<file path="config.mk">
export PLATFORM = sky130hd
export DESIGN_NAME = lbw_regs
export DESIGN_NICKNAME = d
export VERILOG_FILES = /design/src/verilog/lbw_pkg.sv /design/src/verilog/lbw_restore_timer.sv /design/src/verilog/lbw_regs.sv
export SDC_FILE = /design/constraint.sdc
export NUM_CORES = 1
export LEC_CHECK = 0
export ABC_AREA = 1
export BUFFER_PORTS_ARGS = -buffer_cell sky130_fd_sc_hd__buf_2
export CORE_AREA = 2 2 75 77
export CTS_BUF_LIST = sky130_fd_sc_hd__clkbuf_4
export DETAILED_ROUTE_END_ITERATION = 8
export DIE_AREA = 0 0 77 79
export PLACE_DENSITY = 0.73
export SETUP_SLACK_MARGIN = 0.15
export SLEW_MARGIN = 20
export SYNTH_ARGS = -nofsm -noshare
export SYNTH_HDL_FRONTEND = slang
export SYNTH_SLANG_ARGS = --single-unit
</file>
<file path="constraint.sdc">
create_clock -name clk_i -period 1.6 [get_ports clk_i]
set_input_delay 0.16 -clock clk_i [delete_from_list [all_inputs] [get_ports clk_i]]
set_output_delay 0.16 -clock clk_i [all_outputs]
set_load 0.01 [all_outputs]
</file>
<file path="src/verilog/lbw_pkg.sv">
// Constants shared by the low-battery and watchdog register bank.
// Assumes a 40 MHz core clock; all offsets are byte register addresses.
package lbw_pkg;
   // -----------------------------------------------------------------
   // Register offsets
   // -----------------------------------------------------------------
   localparam logic [7:0] LBW_ADDR_CFG = 8'h0d;
   localparam logic [7:0] LBW_ADDR_TMR = 8'h0e;
   localparam logic [7:0] LBW_ADDR_KICK = 8'h16;
   localparam logic [7:0] LBW_ADDR_STAT = 8'h18;

   // -----------------------------------------------------------------
   // Field positions and reset values
   // -----------------------------------------------------------------
   localparam int LBW_CFG_EN_BIT = 7;
   localparam int LBW_CFG_TH_MSB = 6;
   localparam int LBW_CFG_TH_LSB = 2;
   localparam int LBW_CFG_HYS_MSB = 1;
   localparam int LBW_TMR_SEL_MSB = 1;
   localparam int LBW_KICK_BIT = 0;
   localparam int LBW_STAT_EVT_BIT = 7;
   localparam logic [7:0] LBW_CFG_RESET = 8'h00;
   localparam logic [1:0] LBW_TMR_RESET = 2'h0;

   // -----------------------------------------------------------------
   // Field encodings
   // -----------------------------------------------------------------
   localparam logic [4:0] LBW_TH_TOP = 5'h1f;
   localparam logic [4:0] LBW_TH_CAP = 5'h1e;
   localparam logic [1:0] LBW_HYS_NONE = 2'h3;
   localparam logic [1:0] LBW_TMR_SEL_SHORT = 2'h0;

   // -----------------------------------------------------------------
   // Timing
   // -----------------------------------------------------------------
   localparam int LBW_CLK_PERIOD_NS = 25;
   localparam int LBW_RESTORE_SHORT_NS = 250000;
   localparam int LBW_RESTORE_LONG_NS = 500000;
   localparam int LBW_RESTORE_SHORT_CYC =
      (LBW_RESTORE_SHORT_NS + LBW_CLK_PERIOD_NS - 1) / LBW_CLK_PERIOD_NS;
   localparam int LBW_RESTORE_LONG_CYC =
      (LBW_RESTORE_LONG_NS + LBW_CLK_PERIOD_NS - 1) / LBW_CLK_PERIOD_NS;

   // Gray-coded steps normal -> reduced -> restoring; restoring -> normal flips both bits.
   typedef enum logic [1:0] {
      LBW_NORMAL = 2'b00,
      LBW_REDUCED = 2'b01,
      LBW_RESTORE = 2'b11
   } lbw_state_e;
endpackage

</file>
<file path="src/verilog/lbw_restore_timer.sv">
// Qualification timer for restoring flash current after a low battery.
// Assumes run_i is held high for as long as the battery stays good.
`timescale 1ns/10ps
`default_nettype none
module lbw_restore_timer #(
   parameter int SHORT_CYC = 10000,
   parameter int LONG_CYC = 20000,
   parameter int CNT_W = 15
) (
   input wire logic clk_i, // Core clock.
   input wire logic rst_n_i, // Asynchronous reset, active low.
   input wire logic run_i, // Count while high, clear when low.
   input wire logic long_i, // Select the longer interval.
   output logic done_o // High once the interval has elapsed.
);
   localparam logic [CNT_W-1:0] SHORT_LAST = CNT_W'(SHORT_CYC - 1);
   localparam logic [CNT_W-1:0] LONG_LAST = CNT_W'(LONG_CYC - 1);

   logic [CNT_W-1:0] cnt_reg;
   logic [CNT_W-1:0] last;

   assign last = long_i ? LONG_LAST : SHORT_LAST;

   // Count qualified cycles; any drop of run_i restarts the interval.
   always_ff @(posedge clk_i or negedge rst_n_i) begin
      if (!rst_n_i) begin
         cnt_reg <= '0;
         done_o <= 1'b0;
      end else if (!run_i) begin
         cnt_reg <= '0;
         done_o <= 1'b0;
      end else if (cnt_reg >= last) begin
         done_o <= 1'b1; // Sticks until run_i drops.
      end else begin
         cnt_reg <= cnt_reg + 1'b1;
      end
   end
endmodule
`default_nettype wire

</file>
<file path="src/verilog/lbw_regs.sv">
// Low-battery current-reduction and watchdog kick register bank.
// Assumes a synchronous register port driven by the serial bus engine,
// and comparator levels from the analog side, all on clk_i.
//
// Summary of operation
// - Bit 7 at offset 0x0d enables low-battery current reduction, reset off.
// - A five-bit threshold picks the detect level; codes 30 and 31 are equal.
// - Hysteresis code 0 is 100mV, 1 is 200mV, 3 means never restore.
// - Bits 1:0 at offset 0x0e pick a 0.250ms or 0.500ms restore time.
// - Writing one to bit 0 at offset 0x16 restarts the watchdog.
// - The kick bit clears itself once the watchdog reports the restart.
// - A status bit latches each reduction and clears when it is read.
`timescale 1ns/10ps
`default_nettype none
module lbw_regs
   import lbw_pkg::*;
#(
   parameter int RESTORE_SHORT_CYC = LBW_RESTORE_SHORT_CYC,
   parameter int RESTORE_LONG_CYC = LBW_RESTORE_LONG_CYC
) (
   input wire logic clk_i, // Core clock, 40 MHz.
   input wire logic rst_n_i, // Asynchronous reset, active low.
   input wire logic wr_en_i, // Register write strobe.
   input wire logic rd_en_i, // Register read strobe.
   input wire logic [7:0] addr_i, // Register address.
   input wire logic [7:0] wdata_i, // Write data.
   output logic [7:0] rdata_o, // Read data, valid the cycle after rd_en_i.
   input wire logic batt_below_i, // Battery below selected threshold.
   input wire logic batt_good_i, // Battery above threshold plus hysteresis.
   input wire logic wdt_done_i, // Watchdog reports restart taken.
   output logic wdt_restart_o, // Watchdog restart request, level.
   output logic current_reduce_o, // Flash current reduction active.
   output logic [4:0] threshold_o, // Effective threshold code.
   output logic [1:0] hysteresis_o // Hysteresis code to comparator.
);
   // ----------------------------------------------------------------
   // Register storage
   // ----------------------------------------------------------------
   logic [7:0] cfg_reg;
   logic [1:0] tmr_sel_reg;
   logic kick_reg;
   logic evt_reg;
   logic reduce_reg;
   lbw_state_e state_reg;
   lbw_state_e state_next;
   logic restore_done;
   logic low_batt_enable;
   logic [4:0] low_batt_threshold;
   logic [1:0] low_batt_hysteresis;
   logic wr_cfg, wr_tmr, wr_kick, rd_stat, trigger;

   assign low_batt_enable = cfg_reg[LBW_CFG_EN_BIT];
   assign low_batt_threshold = cfg_reg[LBW_CFG_TH_MSB:LBW_CFG_TH_LSB];
   assign low_batt_hysteresis = cfg_reg[LBW_CFG_HYS_MSB:0];
   assign wr_cfg = wr_en_i && (addr_i == LBW_ADDR_CFG);
   assign wr_tmr = wr_en_i && (addr_i == LBW_ADDR_TMR);
   assign wr_kick = wr_en_i && (addr_i == LBW_ADDR_KICK)
      && wdata_i[LBW_KICK_BIT];
   assign rd_stat = rd_en_i && (addr_i == LBW_ADDR_STAT);
   assign trigger = (state_reg == LBW_NORMAL) && low_batt_enable
      && batt_below_i;

   // Configuration writes; only the defined timer bits are stored.
   always_ff @(posedge clk_i or negedge rst_n_i) begin
      if (!rst_n_i) begin
         cfg_reg <= LBW_CFG_RESET;
         tmr_sel_reg <= LBW_TMR_RESET;
      end else begin
         if (wr_cfg) begin
            cfg_reg <= wdata_i;
         end
         if (wr_tmr) begin
            tmr_sel_reg <= wdata_i[LBW_TMR_SEL_MSB:0];
         end
      end
   end

   // Watchdog kick: the request stands until the watchdog answers, and a
   // fresh kick in the answer cycle keeps it standing so it is not lost.
   always_ff @(posedge clk_i or negedge rst_n_i) begin
      if (!rst_n_i) begin
         kick_reg <= 1'b0;
      end else if (wr_kick) begin
         kick_reg <= 1'b1;
      end else if (wdt_done_i) begin
         kick_reg <= 1'b0;
      end
   end

   assign wdt_restart_o = kick_reg;

   // ----------------------------------------------------------------
   // Current reduction state machine
   // ----------------------------------------------------------------
   lbw_restore_timer #(
      .SHORT_CYC(RESTORE_SHORT_CYC),
      .LONG_CYC(RESTORE_LONG_CYC),
      .CNT_W(16)
   ) u_timer (
      .clk_i(clk_i),
      .rst_n_i(rst_n_i),
      .run_i((state_reg == LBW_RESTORE) && batt_good_i),
      .long_i(tmr_sel_reg != LBW_TMR_SEL_SHORT),
      .done_o(restore_done)
   );

   // Next state; with hysteresis off the reduced state is left only when the enable bit clears.
   always_comb begin
      state_next = state_reg;
      unique case (state_reg)
         LBW_NORMAL: begin
            if (trigger) begin
               state_next = LBW_REDUCED;
            end
         end
         LBW_REDUCED: begin
            if (batt_good_i && low_batt_hysteresis != LBW_HYS_NONE) begin
               state_next = LBW_RESTORE;
            end
         end
         LBW_RESTORE: begin
            // A late switch to hysteresis off must still never restore.
            if (!batt_good_i || low_batt_hysteresis == LBW_HYS_NONE) begin
               state_next = LBW_REDUCED;
            end else if (restore_done) begin
               state_next = LBW_NORMAL;
            end
         end
         default: state_next = LBW_NORMAL;
      endcase
      if (!low_batt_enable) begin
         state_next = LBW_NORMAL;
      end
   end

   // State register and comparator settings; codes 30 and 31 share a level.
   always_ff @(posedge clk_i or negedge rst_n_i) begin
      if (!rst_n_i) begin
         state_reg <= LBW_NORMAL;
         reduce_reg <= 1'b0;
         threshold_o <= 5'h00;
         hysteresis_o <= 2'h0;
      end else begin
         state_reg <= state_next;
         reduce_reg <= (state_next != LBW_NORMAL);
         threshold_o <= (low_batt_threshold == LBW_TH_TOP) ?
            LBW_TH_CAP : low_batt_threshold;
         hysteresis_o <= low_batt_hysteresis;
      end
   end

   // Own flop mirrors the state, so the pin never shows decode glitches.
   assign current_reduce_o = reduce_reg;

   // Event flag: a trigger in the read cycle wins over the clear.
   always_ff @(posedge clk_i or negedge rst_n_i) begin
      if (!rst_n_i) begin
         evt_reg <= 1'b0;
      end else if (trigger) begin
         evt_reg <= 1'b1;
      end else if (rd_stat) begin
         evt_reg <= 1'b0;
      end
   end

   // Read data, registered; unmapped addresses and reserved bits read zero.
   always_ff @(posedge clk_i or negedge rst_n_i) begin
      if (!rst_n_i) begin
         rdata_o <= 8'h00;
      end else if (rd_en_i) begin
         unique case (addr_i)
            LBW_ADDR_CFG: rdata_o <= cfg_reg;
            LBW_ADDR_TMR: rdata_o <= {6'h00, tmr_sel_reg};
            LBW_ADDR_KICK: rdata_o <= {7'h00, kick_reg};
            LBW_ADDR_STAT: rdata_o <= {evt_reg, 7'h00};
            default: rdata_o <= 8'h00;
         endcase
      end
   end
endmodule
`default_nettype wire

</file>
==> results.md, run 1 <==
- Status: finished, violations left
- Failing checks: setup timing
- Critical path arrival: approximately 1.9 ns
- Placed Cells: between 400 and 500
- CTS tree: done
- Critical path, cell by cell: inv_1, nand2_2, ha_4, nand3_2, nor2_1, nand3_1, nand3_4, nand2_8, nand3_1, nand2_1
- TNS Setup: -0.519 ns
- Crit path time final: roughly 1.6 ns
- ANT cells: 0
- Fillers: a little under 500
- Hold worst-path end: rdata_o[0]
- Die X-Extent: ~77 µm
- GRT Util Overall: 0.187
- Antenna violations before repair: 0
- Die H: ~79 µm
- P per Cell Area: 786 nW/µm²
- Pre-CTS setup slack: -0.0833 ns
- Worst Hold Class: input port to flop
- Post-synth top area cell: dfrtp_1
- R2r setup slk: -0.05 ns
- DRT Pass-1 Iters: 4
- Final nets: approximately 390
- FF-to-FF End: u_timer.cnt_reg[0]
- Crit-path most repeated cell: nand3_1
- Pins Over Slew Limit: 0
- Post-Route Skew: between 0.01 and 0.015 ns
- Worst Setup End Kind: flop
- Clock buffer depth: 2
- Data required, critical path: 1.88 ns
- Hold Path Stages: 3
- Synth warnings: 0
- Yosys reg bits: 47
- CTS root buf: clkbuf_4
- Most frequent cells after synthesis: nand2_1 (75), dfrtp_1 (47), inv_1 (39), nor2_1 (27), nand4_1 (21)
- Ys flop type: dfrtp_1
- Synth Cell Area: approximately 2600 µm²
- Non-filler instance count after layout: 433
- Drt drc: 0
- Synth area leaders: dfrtp_1 (46%), nand2_1 (11%), inv_1 (5.7%)
- Fin util: 0.578
- Max-cap violations: 0
- Post-synth ARST share: 1.00
- # setup viols final: 17
- Hold Slack: between 0.015 and 0.02 ns
- Gate Count Post-Synth: roughly 310
- Final Hold Fails: 0
- Crit-path max FO: 17
- Setup crit start kind: flop
- Synthesized net count: about 340
- Distinct cells, synth: 34
- Sequential area share after synthesis: 0.458
- Fin crit share: 1.03
- Worst slew pin tran: 0.383 ns
- First-pass GRT wire length: between 9000 and 10000 µm
- Pleak: 1.63 nW
- P&R area growth vs syn: 20.0%
- Slowest library cell on the worst path: dfrtp_1
- Slew headroom: 0.744
- Core footprint: 5340 µm²
- VDD IR max: between 0.0005 and 0.0006 V
- Largest register FFs: 16
- EDFF count, synth: 0
- Register-to-Register Path Depth: 10
- Post-placement cell area: between 2000 and 3000 µm²
- DR vias/cell: roughly 5.0
- DRT antenna net count: 0
- DRT Wirelength: ~5300 µm
- Quantity of I/O buffers inserted on ports: 39
- Finished Cell Area: ~3100 µm²
- Critical path class: flop to flop
- Num CTS Buffers: 5
- IO Pins: 40
- RePlAce Congestion: 0.903
- Share of cells above drive strength 1: 0.247
- Syn_area_per_cell: about 8.3 µm²
- Die footprint: 6080 µm²
- Std cell rows: 27
- Largest net degree at the start of global routing: 48
- Post-synth top area share: 0.458
- Clock net sink count: 47
- Initial Util: 0.481
- Tot Pwr: ~2.4 mW
- Total grt overflow: 0
- Number of global-route vias before repair: around 2000
- Routed vias: ~2100
- Unrepaired setup endpoints after global routing: true
- Worst Setup Slack, final: -0.0474 ns
- Dpl hpwl: between 3000 and 4000 µm
- Most common cell in the netlist: nand2_1
- Hold Startpoint: rd_en_i
- Worst skew pair latency: approximately 0.37 ns
- Achievable frequency: 607 MHz
- Clk slew on worst S/H paths: 0.15 ns
- Initial DRC Count: roughly 160
- CP peak stage delay: around 0.42 ns
- Average wire per standard cell: between 10 and 15 µm
- Crit Reg-Reg Startpoint: tmr_sel_reg[0]
- H-tree depth reported by CTS: 2
[kinds of logic (layout without fill, tap and decap cells)]
family | Yosys count | count (layout) | synth area share
and+or+nand+nor | 169 | 169 | 0.333
xor gates and xnor gates | 12 | 12 | 0.0409
adders and majority gates | 4 | 4 | 0.0195
buffers and inverters | 52 | 104 | 0.0906
AOI/OAI and AO/OA | 25 | 25 | 0.0589
DFF | 47 | 47 | 0.458
[critical path: cells and delay by family, from the launching register on]
family	cells	cell delay, ns
buffers and inverters	1	0.07
adder cells (fa/ha/maj)	1	0.27
flip-flops	1	0.42
AND/OR/NAND/NOR	8	0.78
[repair_timing]
item	CTS	global route
setup buffers	0	1
endpoints found under the setup margin	17	17
endpoints found under the hold margin	48	0
gates resized for setup	6	2
hold buffers	2	0
pin swaps	0	4
[layout by cell type, fill, tap and decap left out, types with 4 or more instances in the layout]
master and n:
nand2_1 75, dfrtp_1 47, inv_1 39, buf_2 39
nor2_1 26, nand4_1 21, nand3_1 18, nand3_2 12
buf_4 12, xor2_1 11, a21oi_1 6, o31ai_1 5
clkbuf_4 5, nor3_1 4, o21ai_0 4
[layout make-up]
type                    instances  area (µm²)  area share
multi-input cells             210        1190       0.387
flip-flops and latches         47        1180       0.381
repair buffers                 57         368       0.119
inverters                      39         146      0.0475
well taps                      72        90.1      0.0292
clock inverters                 3        71.3      0.0231
clock buffers                   5        37.5      0.0122
[power breakdown]
| group | switching [mW] | total (mW) | internal, mW |
|---|---|---|---|
| sequential | 0.0252 | 1.26 | 1.23 |
| clock | 0.414 | 0.912 | 0.497 |
| combinational | 0.153 | 0.253 | 0.0999 |
[routing by layer]
metal / GRT usage / part of all wire
met5: 0 / 0
met4: 0.0536 / 0.011
met3: 0.0318 / 0.043
met2: 0.322 / 0.48
met1: 0.244 / 0.46
[how the worst max path moves through the flow]
stage	start	cells after the start	end
global route	tmr_sel_reg[1]	10	u_timer.cnt_reg[8]
CTS	tmr_sel_reg[0]	10	u_timer.cnt_reg[8]
finish	tmr_sel_reg[0]	10	u_timer.cnt_reg[0]
floorplan	tmr_sel_reg[0]	11	u_timer.cnt_reg[6]
global placement	tmr_sel_reg[0]	10	u_timer.cnt_reg[3]
detailed placement	tmr_sel_reg[1]	9	u_timer.done_o
(Power assumes the default switching activity.)
==> run 2: changes to the inputs <==
--- a/config.mk
+++ b/config.mk
@@ -6,14 +6,15 @@
 export NUM_CORES = 1
 export LEC_CHECK = 0
 export ABC_AREA = 1
-export BUFFER_PORTS_ARGS = -buffer_cell sky130_fd_sc_hd__buf_2
-export CORE_AREA = 2 2 75 77
+export BUFFER_PORTS_ARGS = -buffer_cell sky130_fd_sc_hd__clkbuf_2
+export CORE_AREA = 2 2 76 78
 export CTS_BUF_LIST = sky130_fd_sc_hd__clkbuf_4
 export DETAILED_ROUTE_END_ITERATION = 8
-export DIE_AREA = 0 0 77 79
+export DIE_AREA = 0 0 78 80
 export PLACE_DENSITY = 0.73
 export SETUP_SLACK_MARGIN = 0.15
 export SLEW_MARGIN = 20
 export SYNTH_ARGS = -nofsm -noshare
 export SYNTH_HDL_FRONTEND = slang
+export SYNTH_HIERARCHICAL = 1
 export SYNTH_SLANG_ARGS = --single-unit
==> run 2 against run 1 <==
The flow still finishes with violations (setup timing). Combinational power increased by 26%. Clock skew up 0.0059 ns. Global-route usage up 1.4 points. Synthesized cell count increased by 12%. Largest power group unchanged. Sequential power hardly changed. Clock power decreased by 33%. Clock-buffer cell count unchanged. Worst hold slack worse by 0.0066 ns. Largest cell class unchanged.
==> results.md, run 2 <==
- Status: finished, violations left (unchanged)
- Failing checks: setup timing (unchanged)
- Sequential area share after synthesis: 0.445 (was 0.458)
- Yosys reg bits: 47 (unchanged)
- Pins Over Slew Limit: 0 (unchanged)
- Initial Util: 0.488 (was 0.481)
- Clk slew on worst S/H paths: 0.15 ns (about the same)
- Crit-path max FO: 3 (was 17)
- Most frequent cells after synthesis: nand2_1 (102), dfrtp_1 (47), nor2_1 (42), inv_1 (38), nand3_1 (37) (was nand2_1 (75), dfrtp_1 (47), inv_1 (39), nor2_1 (27), nand4_1 (21))
- Die footprint: 6240 µm² (was 6080 µm²)
- Achievable frequency: 587 MHz (was 607 MHz)
- Critical path launch point: tmr_sel_reg[0] (unchanged)
- IO Pins: 40 (unchanged)
- VDD IR max: 0.000515 V (was 0.000516 V)
- Worst slew pin tran: 0.444 ns (was 0.383 ns)
- Num CTS Buffers: 5 (unchanged)
- DRT Wirelength: 5880 µm (was 5310 µm)
- Crit path time final: 1.70 ns (was 1.65 ns)
- P per Cell Area: 675 nW/µm² (was 786 nW/µm²)
- Largest register FFs: 16 (unchanged)
- Distinct cells, synth: 27 (was 34)
- Clock buffer depth: 2 (unchanged)
- FF-to-FF End: u_timer/cnt_reg[6] (was u_timer.cnt_reg[0])
- Post-synth top area share: 0.445 (was 0.458)
- Post-synth top area cell: dfrtp_1 (unchanged)
- Max-cap violations: 0 (unchanged)
- Share of cells above drive strength 1: 0.275 (was 0.247)
- Dpl hpwl: 4340 µm (was 3830 µm)
- Most common cell in the netlist: nand2_1 (unchanged)
- Crit path depth: 12 (was 10)
- Syn_area_per_cell: 7.65 µm² (was 8.32 µm²)
- Core footprint: 5410 µm² (was 5340 µm²)
- CTS root buf: clkbuf_4 (unchanged)
- Die H: 80 µm (was 79 µm)
- Worst Setup End Kind: flop (unchanged)
- Drt drc: 0 (unchanged)
- Finished Cell Area: 3290 µm² (was 3080 µm²)
- Crit-path leading delay family: simple AND/OR/NAND/NOR gates (unchanged)
- H-tree depth reported by CTS: 2 (unchanged)
- R2r setup slk: -0.10 ns (was -0.05 ns)
- Die X-Extent: 78 µm (was 77 µm)
- Critical path, cell by cell: inv_2, nand2_4, inv_4, ha_4, nand2_4, nor3_4, buf_4, nand2_1, nor2_1, nor2_2, nand3_1, nand2_1 (was inv_1, nand2_2, ha_4, nand3_2, nor2_1, nand3_1, nand3_4, nand2_8, nand3_1, nand2_1)
- Gate Count Post-Synth: 345 (was 309)
- Commonest non-fill, non-tap cell in the layout: nand2_1 (unchanged)
- Setup crit start kind: flop (unchanged)
- Post-placement cell area: 3030 µm² (was 2910 µm²)
- Worst Setup Slack, final: -0.104 ns (was -0.0474 ns)
- Ys flop type: dfrtp_1 (unchanged)
- CTS tree: done (unchanged)
- Critical path arrival: 1.99 ns (was 1.93 ns)
- GRT Util Overall: 0.201 (was 0.187)
- Unrepaired setup endpoints after global routing: true (unchanged)
- Most frequent cells in the layout: nand2_1 (98), dfrtp_1 (47), nor2_1 (41) (was nand2_1 (75), dfrtp_1 (47), inv_1 (39), buf_2 (39), nor2_1 (26))
- Worst Hold Class: input port to flop (unchanged)
- Synth Cell Area: 2640 µm² (was 2570 µm²)
- Synth warnings: 6 (was 0)
- Post-synth ARST share: 1.00 (unchanged)
- Number of global-route vias before repair: 2304 (was 2047)
- Critical path class: flop to flop (unchanged)
- DR vias/cell: 5.02 (was 4.95)
- Placed Cells: 461 (was 422)
- Slew headroom: 0.704 (was 0.744)
- Data required, critical path: 1.89 ns (was 1.88 ns)
- Final nets: 435 (was 387)
- Crit Reg-Reg Startpoint: tmr_sel_reg[0] (unchanged)
- Post-Route Skew: 0.0208 ns (was 0.0149 ns)
- RePlAce Congestion: 0.887 (was 0.903)
- Quantity of I/O buffers inserted on ports: 39 (unchanged)
- First-pass GRT wire length: 9940 µm (was 9160 µm)
- Routed vias: 2406 (was 2144)
- CP peak stage delay: 0.39 ns (was 0.42 ns)
- Register-to-Register Path Depth: 12 (was 10)
- EDFF count, synth: 0 (unchanged)
- Synthesized net count: 374 (was 336)
- Largest net degree at the start of global routing: 48 (unchanged)
- Synth area leaders: dfrtp_1 (45%), nand2_1 (15%), nand3_1 (7.0%) (was dfrtp_1 (46%), nand2_1 (11%), inv_1 (5.7%))
- Clock net sink count: 47 (unchanged)
- Worst setup path endpoint: u_timer/cnt_reg[6] (was u_timer.cnt_reg[0])
- Buffers & Inverters on Critical Path: 3 (was 1)
- Slowest library cell on the worst path: dfrtp_1 (unchanged)
- Non-filler instance count after layout: 479 (was 433)
- Final Hold Fails: 0 (unchanged)
- Initial DRC Count: 129 (was 155)
- Worst skew pair latency: 0.38 ns (was 0.37 ns)
- TNS Setup: -1.27 ns (was -0.519 ns)
- Average wire per standard cell: 12.3 µm (about the same)
- Total grt overflow: 0 (unchanged)
- ANT cells: 0 (unchanged)
- Hold Slack: 0.00966 ns (was 0.0162 ns)
- Fin crit share: 1.07 (was 1.03)
- P&R area growth vs syn: 24.5% (was 20.0%)
- DRT Pass-1 Iters: 4 (unchanged)
- Pleak: 1.64 nW (was 1.63 nW)
- # setup viols final: 17 (unchanged)
- Antenna violations before repair: 0 (unchanged)
- Std cell rows: 27 (unchanged)
- Tot Pwr: 2.22 mW (was 2.42 mW)
- DRT antenna net count: 0 (unchanged)
run 2: cell types whose count changed in the layout (fill, tap and decap cells not counted), moves of 11 or more:
cell,before,now
nand4_1,21,10
nand3_1,18,29
clkbuf_2,0,39
buf_2,39,0
nor2_1,26,41
nand2_1,75,98
run 2: final cells by class:
cell class	count	area, µm²
Timing Repair Buffer	67	447
Clock inverter	3	26.3
Sequential cell	47	1180
Inverter	39	149
Clock buffer	5	37.5
Multi-Input combinational cell	246	1360
Tap cell	72	90.1
Fill cell	507	2120
run 2: stage by stage:
stage                util  worst slack, ns
floorplan               -          -0.0609
global placement    0.561           -0.123
detailed placement  0.561           -0.221
CTS                 0.602           -0.106
global route        0.608           -0.216
finish              0.608           -0.104
run 2: worst min-delay path by stage:
stage,start,slack (ns),depth (start not counted),to
after CTS,wdata_i[1],0.0004,3,tmr_sel_reg[1]
final,wdata_i[1],0.01,3,tmr_sel_reg[1]
after detailed placement,rst_n_i,0.16,2,u_timer/cnt_reg[15]
after global routing,wdata_i[7],0.004,3,cfg_reg[7]
after global placement,rst_n_i,0.17,2,u_timer/cnt_reg[15]
after floorplan,rst_n_i,-0.14,0,cfg_reg[0]
run 2: worst min-delay path, cell delays in order:
cell and delay (ns):
clkbuf_2 0.09, nand2_1 0.04, o21ai_0 0.06
run 2: power breakdown:
part           switching, mW  internal (mW)
registers             0.0396           1.25
clock network          0.422          0.186
logic                  0.202          0.117
run 2: routing by layer:
layer	vias to the layer above	part of all wire	track usage
li1	1221	-	-
met5	-	0	0
met2	57	0.49	0.351
met3	10	0.044	0.0373
met4	0	0.018	0.0737
met1	1118	0.44	0.249
run 2: cells by family (layout without fill, tap and decap cells):
kind of cell,Yosys count,in the layout,share of synthesized area
simple gates,207,207,0.352
buf+inv,52,114,0.0867
flops,47,47,0.445
compound gates,27,27,0.0678
fa+ha+maj,6,6,0.0284
xor+xnor,6,6,0.0199
run 2: repair_timing:
item | in CTS | in global routing
endpoints found under the setup margin | 17 | 17
buffers inserted | 3 | 0
endpoints found under the hold margin | 53 | 0
pin swaps | 12 | 9
hold buffers | 7 | 0
gates resized for setup | 14 | 7
==> run 3: changes to the inputs <==
--- a/config.mk
+++ b/config.mk
@@ -7,14 +7,13 @@
 export LEC_CHECK = 0
 export ABC_AREA = 1
 export BUFFER_PORTS_ARGS = -buffer_cell sky130_fd_sc_hd__clkbuf_2
-export CORE_AREA = 2 2 76 78
+export CORE_AREA = 2 2 75 77
 export CTS_BUF_LIST = sky130_fd_sc_hd__clkbuf_4
 export DETAILED_ROUTE_END_ITERATION = 8
-export DIE_AREA = 0 0 78 80
+export DIE_AREA = 0 0 77 79
 export PLACE_DENSITY = 0.73
 export SETUP_SLACK_MARGIN = 0.15
 export SLEW_MARGIN = 20
 export SYNTH_ARGS = -nofsm -noshare
 export SYNTH_HDL_FRONTEND = slang
-export SYNTH_HIERARCHICAL = 1
 export SYNTH_SLANG_ARGS = --single-unit
==> run 3 against run 2 <==
The flow still finishes with violations (setup timing). Clock-buffer cell count is the same. Critical path depth is 2 lower. Total power down 4.1%. Clock skew shrank 0.010 ns. Fmax grew 3.4%. Final area decreased by 7.2%. Combinational power is 19% lower. Cell count decreased by 9.0%. Global-route usage is 1.1 points lower. Utilization is 3.7 points lower. Register-to-register slack improved by 0.06 ns. Highest routed layer unchanged. Sequential power hardly changed.
==> results.md, run 3 (same netlist as run 1, synthesis figures left out) <==
- Critical path class: flop to flop (unchanged)
- DR vias/cell: 5.06 (was 5.02)
- # setup viols final: 17 (unchanged)
- P&R area growth vs syn: 18.6% (was 24.5%)
- Crit path time final: 1.65 ns (was 1.70 ns)
- H-tree depth reported by CTS: 2 (unchanged)
- P per Cell Area: 698 nW/µm² (was 675 nW/µm²)
- Pleak: 1.62 nW (was 1.64 nW)
- Dpl hpwl: 3870 µm (was 4340 µm)
- Worst slew pin tran: 0.580 ns (was 0.444 ns)
- Total grt overflow: 0 (unchanged)
- Number of global-route vias before repair: 2119 (was 2304)
- Average wire per standard cell: 12.2 µm (was 12.3 µm)
- Status: finished, violations left (unchanged)
- Clock net sink count: 47 (unchanged)
- Clock buffer depth: 2 (unchanged)
- R2r setup slk: -0.05 ns (was -0.10 ns)
- Max-cap violations: 0 (unchanged)
- FF-to-FF End: u_timer.cnt_reg[2] (was u_timer/cnt_reg[6])
- Initial Util: 0.481 (was 0.488)
- IO Pins: 40 (unchanged)
- Worst setup path endpoint: u_timer.cnt_reg[2] (was u_timer/cnt_reg[6])
- Fin crit share: 1.03 (was 1.07)
- Worst Setup End Kind: flop (unchanged)
- Post-Route Skew: 0.0107 ns (was 0.0208 ns)
- CTS tree: done (unchanged)
- VDD IR max: 0.000621 V (was 0.000515 V)
- Slew headroom: 0.614 (was 0.704)
- DRT Wirelength: 5330 µm (was 5880 µm)
- Final Hold Fails: 0 (unchanged)
- Num CTS Buffers: 5 (unchanged)
- Largest register FFs: 16 (unchanged)
- Critical path arrival: 1.93 ns (was 1.99 ns)
- Register-to-Register Path Depth: 10 (was 12)
- Drt drc: 0 (unchanged)
- Setup crit start kind: flop (unchanged)
- Initial DRC Count: 101 (was 129)
- ANT cells: 0 (unchanged)
- Failing checks: setup timing (unchanged)
- Share of cells above drive strength 1: 0.245 (was 0.275)
- Pre-CTS setup slack: -0.0521 ns (was -0.221 ns)
- Quantity of I/O buffers inserted on ports: 39 (unchanged)
- Final nets: 390 (was 435)
- Commonest non-fill, non-tap cell in the layout: nand2_1 (unchanged)
- First-pass GRT wire length: 9380 µm (was 9940 µm)
- Largest net degree at the start of global routing: 48 (unchanged)
- Critical path launch point: tmr_sel_reg[1] (was tmr_sel_reg[0])
- GRT Util Overall: 0.190 (was 0.201)
- Unrepaired setup endpoints after global routing: true (unchanged)
- Worst Setup Slack, final: -0.0482 ns (was -0.104 ns)
- TNS Setup: -0.558 ns (was -1.27 ns)
- DRT Pass-1 Iters: 4 (unchanged)
- Die footprint: 6080 µm² (was 6240 µm²)
- Achievable frequency: 607 MHz (was 587 MHz)
- Worst Hold Class: input port to flop (unchanged)
- Clk slew on worst S/H paths: 0.15 ns (about the same)
- Pins Over Slew Limit: 0 (unchanged)
- Data required, critical path: 1.88 ns (was 1.89 ns)
- CTS root buf: clkbuf_4 (unchanged)
- Crit-path max FO: 17 (was 3)
- Routed vias: 2205 (was 2406)
- Crit Reg-Reg Startpoint: tmr_sel_reg[1] (was tmr_sel_reg[0])
- Die X-Extent: 77 µm (was 78 µm)
- Core footprint: 5340 µm² (was 5410 µm²)
- DRT antenna net count: 0 (unchanged)
- Std cell rows: 27 (unchanged)
- Antenna violations before repair: 0 (unchanged)
- Fin util: 0.571 (was 0.608)
- Die H: 79 µm (was 80 µm)
- Worst skew pair latency: 0.36 ns (was 0.38 ns)
- RePlAce Congestion: 0.882 (was 0.887)
- Hold Startpoint: wdata_i[3] (was wdata_i[1])
- Most frequent cells in the layout: nand2_1 (75), dfrtp_1 (47), inv_1 (39), clkbuf_2 (39), nor2_1 (27) (was nand2_1 (98), dfrtp_1 (47), nor2_1 (41))
-- run 3: changes by cell type in the layout (fill, tap and decap cells not counted), sizes merged, moves of 4 or more --
cell         before  now
o21ai            19    8
nand2           111   81
o31ai             1    5
nand4            10   21
xor2              6   11
nand3            39   31
dlygate4sd3       7    3
nor2             44   29
-- run 3: worst min path at each step --
stage / endpoint / slack [ns] / depth (start not counted)
global route: cfg_reg[5] / 0.009 / 3
global placement: u_timer.cnt_reg[5] / 0.29 / 2
CTS: cfg_reg[3] / 0.0002 / 3
floorplan: cfg_reg[0] / -0.14 / 0
detailed placement: u_timer.cnt_reg[5] / 0.29 / 2
finish: cfg_reg[3] / 0.02 / 3
-- run 3: where the power goes --
| group | switching, mW | internal (mW) |
|---|---|---|
| registers | 0.0260 | 1.24 |
| clock network | 0.421 | 0.188 |
| logic | 0.155 | 0.102 |
| total | 0.602 | 1.52 |
-- run 3: cell type report --
type	count	area (µm²)
tap	72	90.1
inverter	39	146
multi-input combinational	210	1190
timing repair buffer	60	384
sequential	47	1180
clock buffer	5	37.5
clock inverter	3	27.5
fill	500	2290
-- run 3: layer usage --
layer	track usage	wire, µm	share of wire	vias to the layer above
li1	-	-	-	1112
met1	0.237	2450	0.46	1038
met2	0.337	2600	0.49	45
met3	0.0318	187	0.035	10
met4	0.0643	94	0.018	0
met5	0	0	0	-
-- run 3: worst max-delay path, stage by stage (launching register included) --
cell,delay [ns]
dfrtp_1,0.43
inv_1,0.08
nand2_2,0.08
ha_4,0.27
nand3_2,0.06
nor2_1,0.09
nand3_1,0.12
nand3_4,0.15
nand2_8,0.13
nand3_1,0.10
nand2_1,0.05
-- run 3: repair_timing --
action | 4_1_cts | 5_1_grt
endpoints found under the hold margin | 49 | 0
setup buffers | 1 | 1
hold buffers | 3 | 0
pin swaps | 1 | 6
gates resized for setup | 5 | 2
setup endpoints to repair | 17 | 17
-- run 3: through the flow --
step	area [µm²]	hold WS (ns)	std cells	total power, mW
after floorplan	2570	-0.136	309	1.41
after global placement	2900	0.288	423	1.52
after detailed placement	2900	0.290	423	1.53
after CTS	3040	0.000188	435	2.15
after global routing	3050	0.00942	436	2.23
final	3050	0.0182	436	2.13
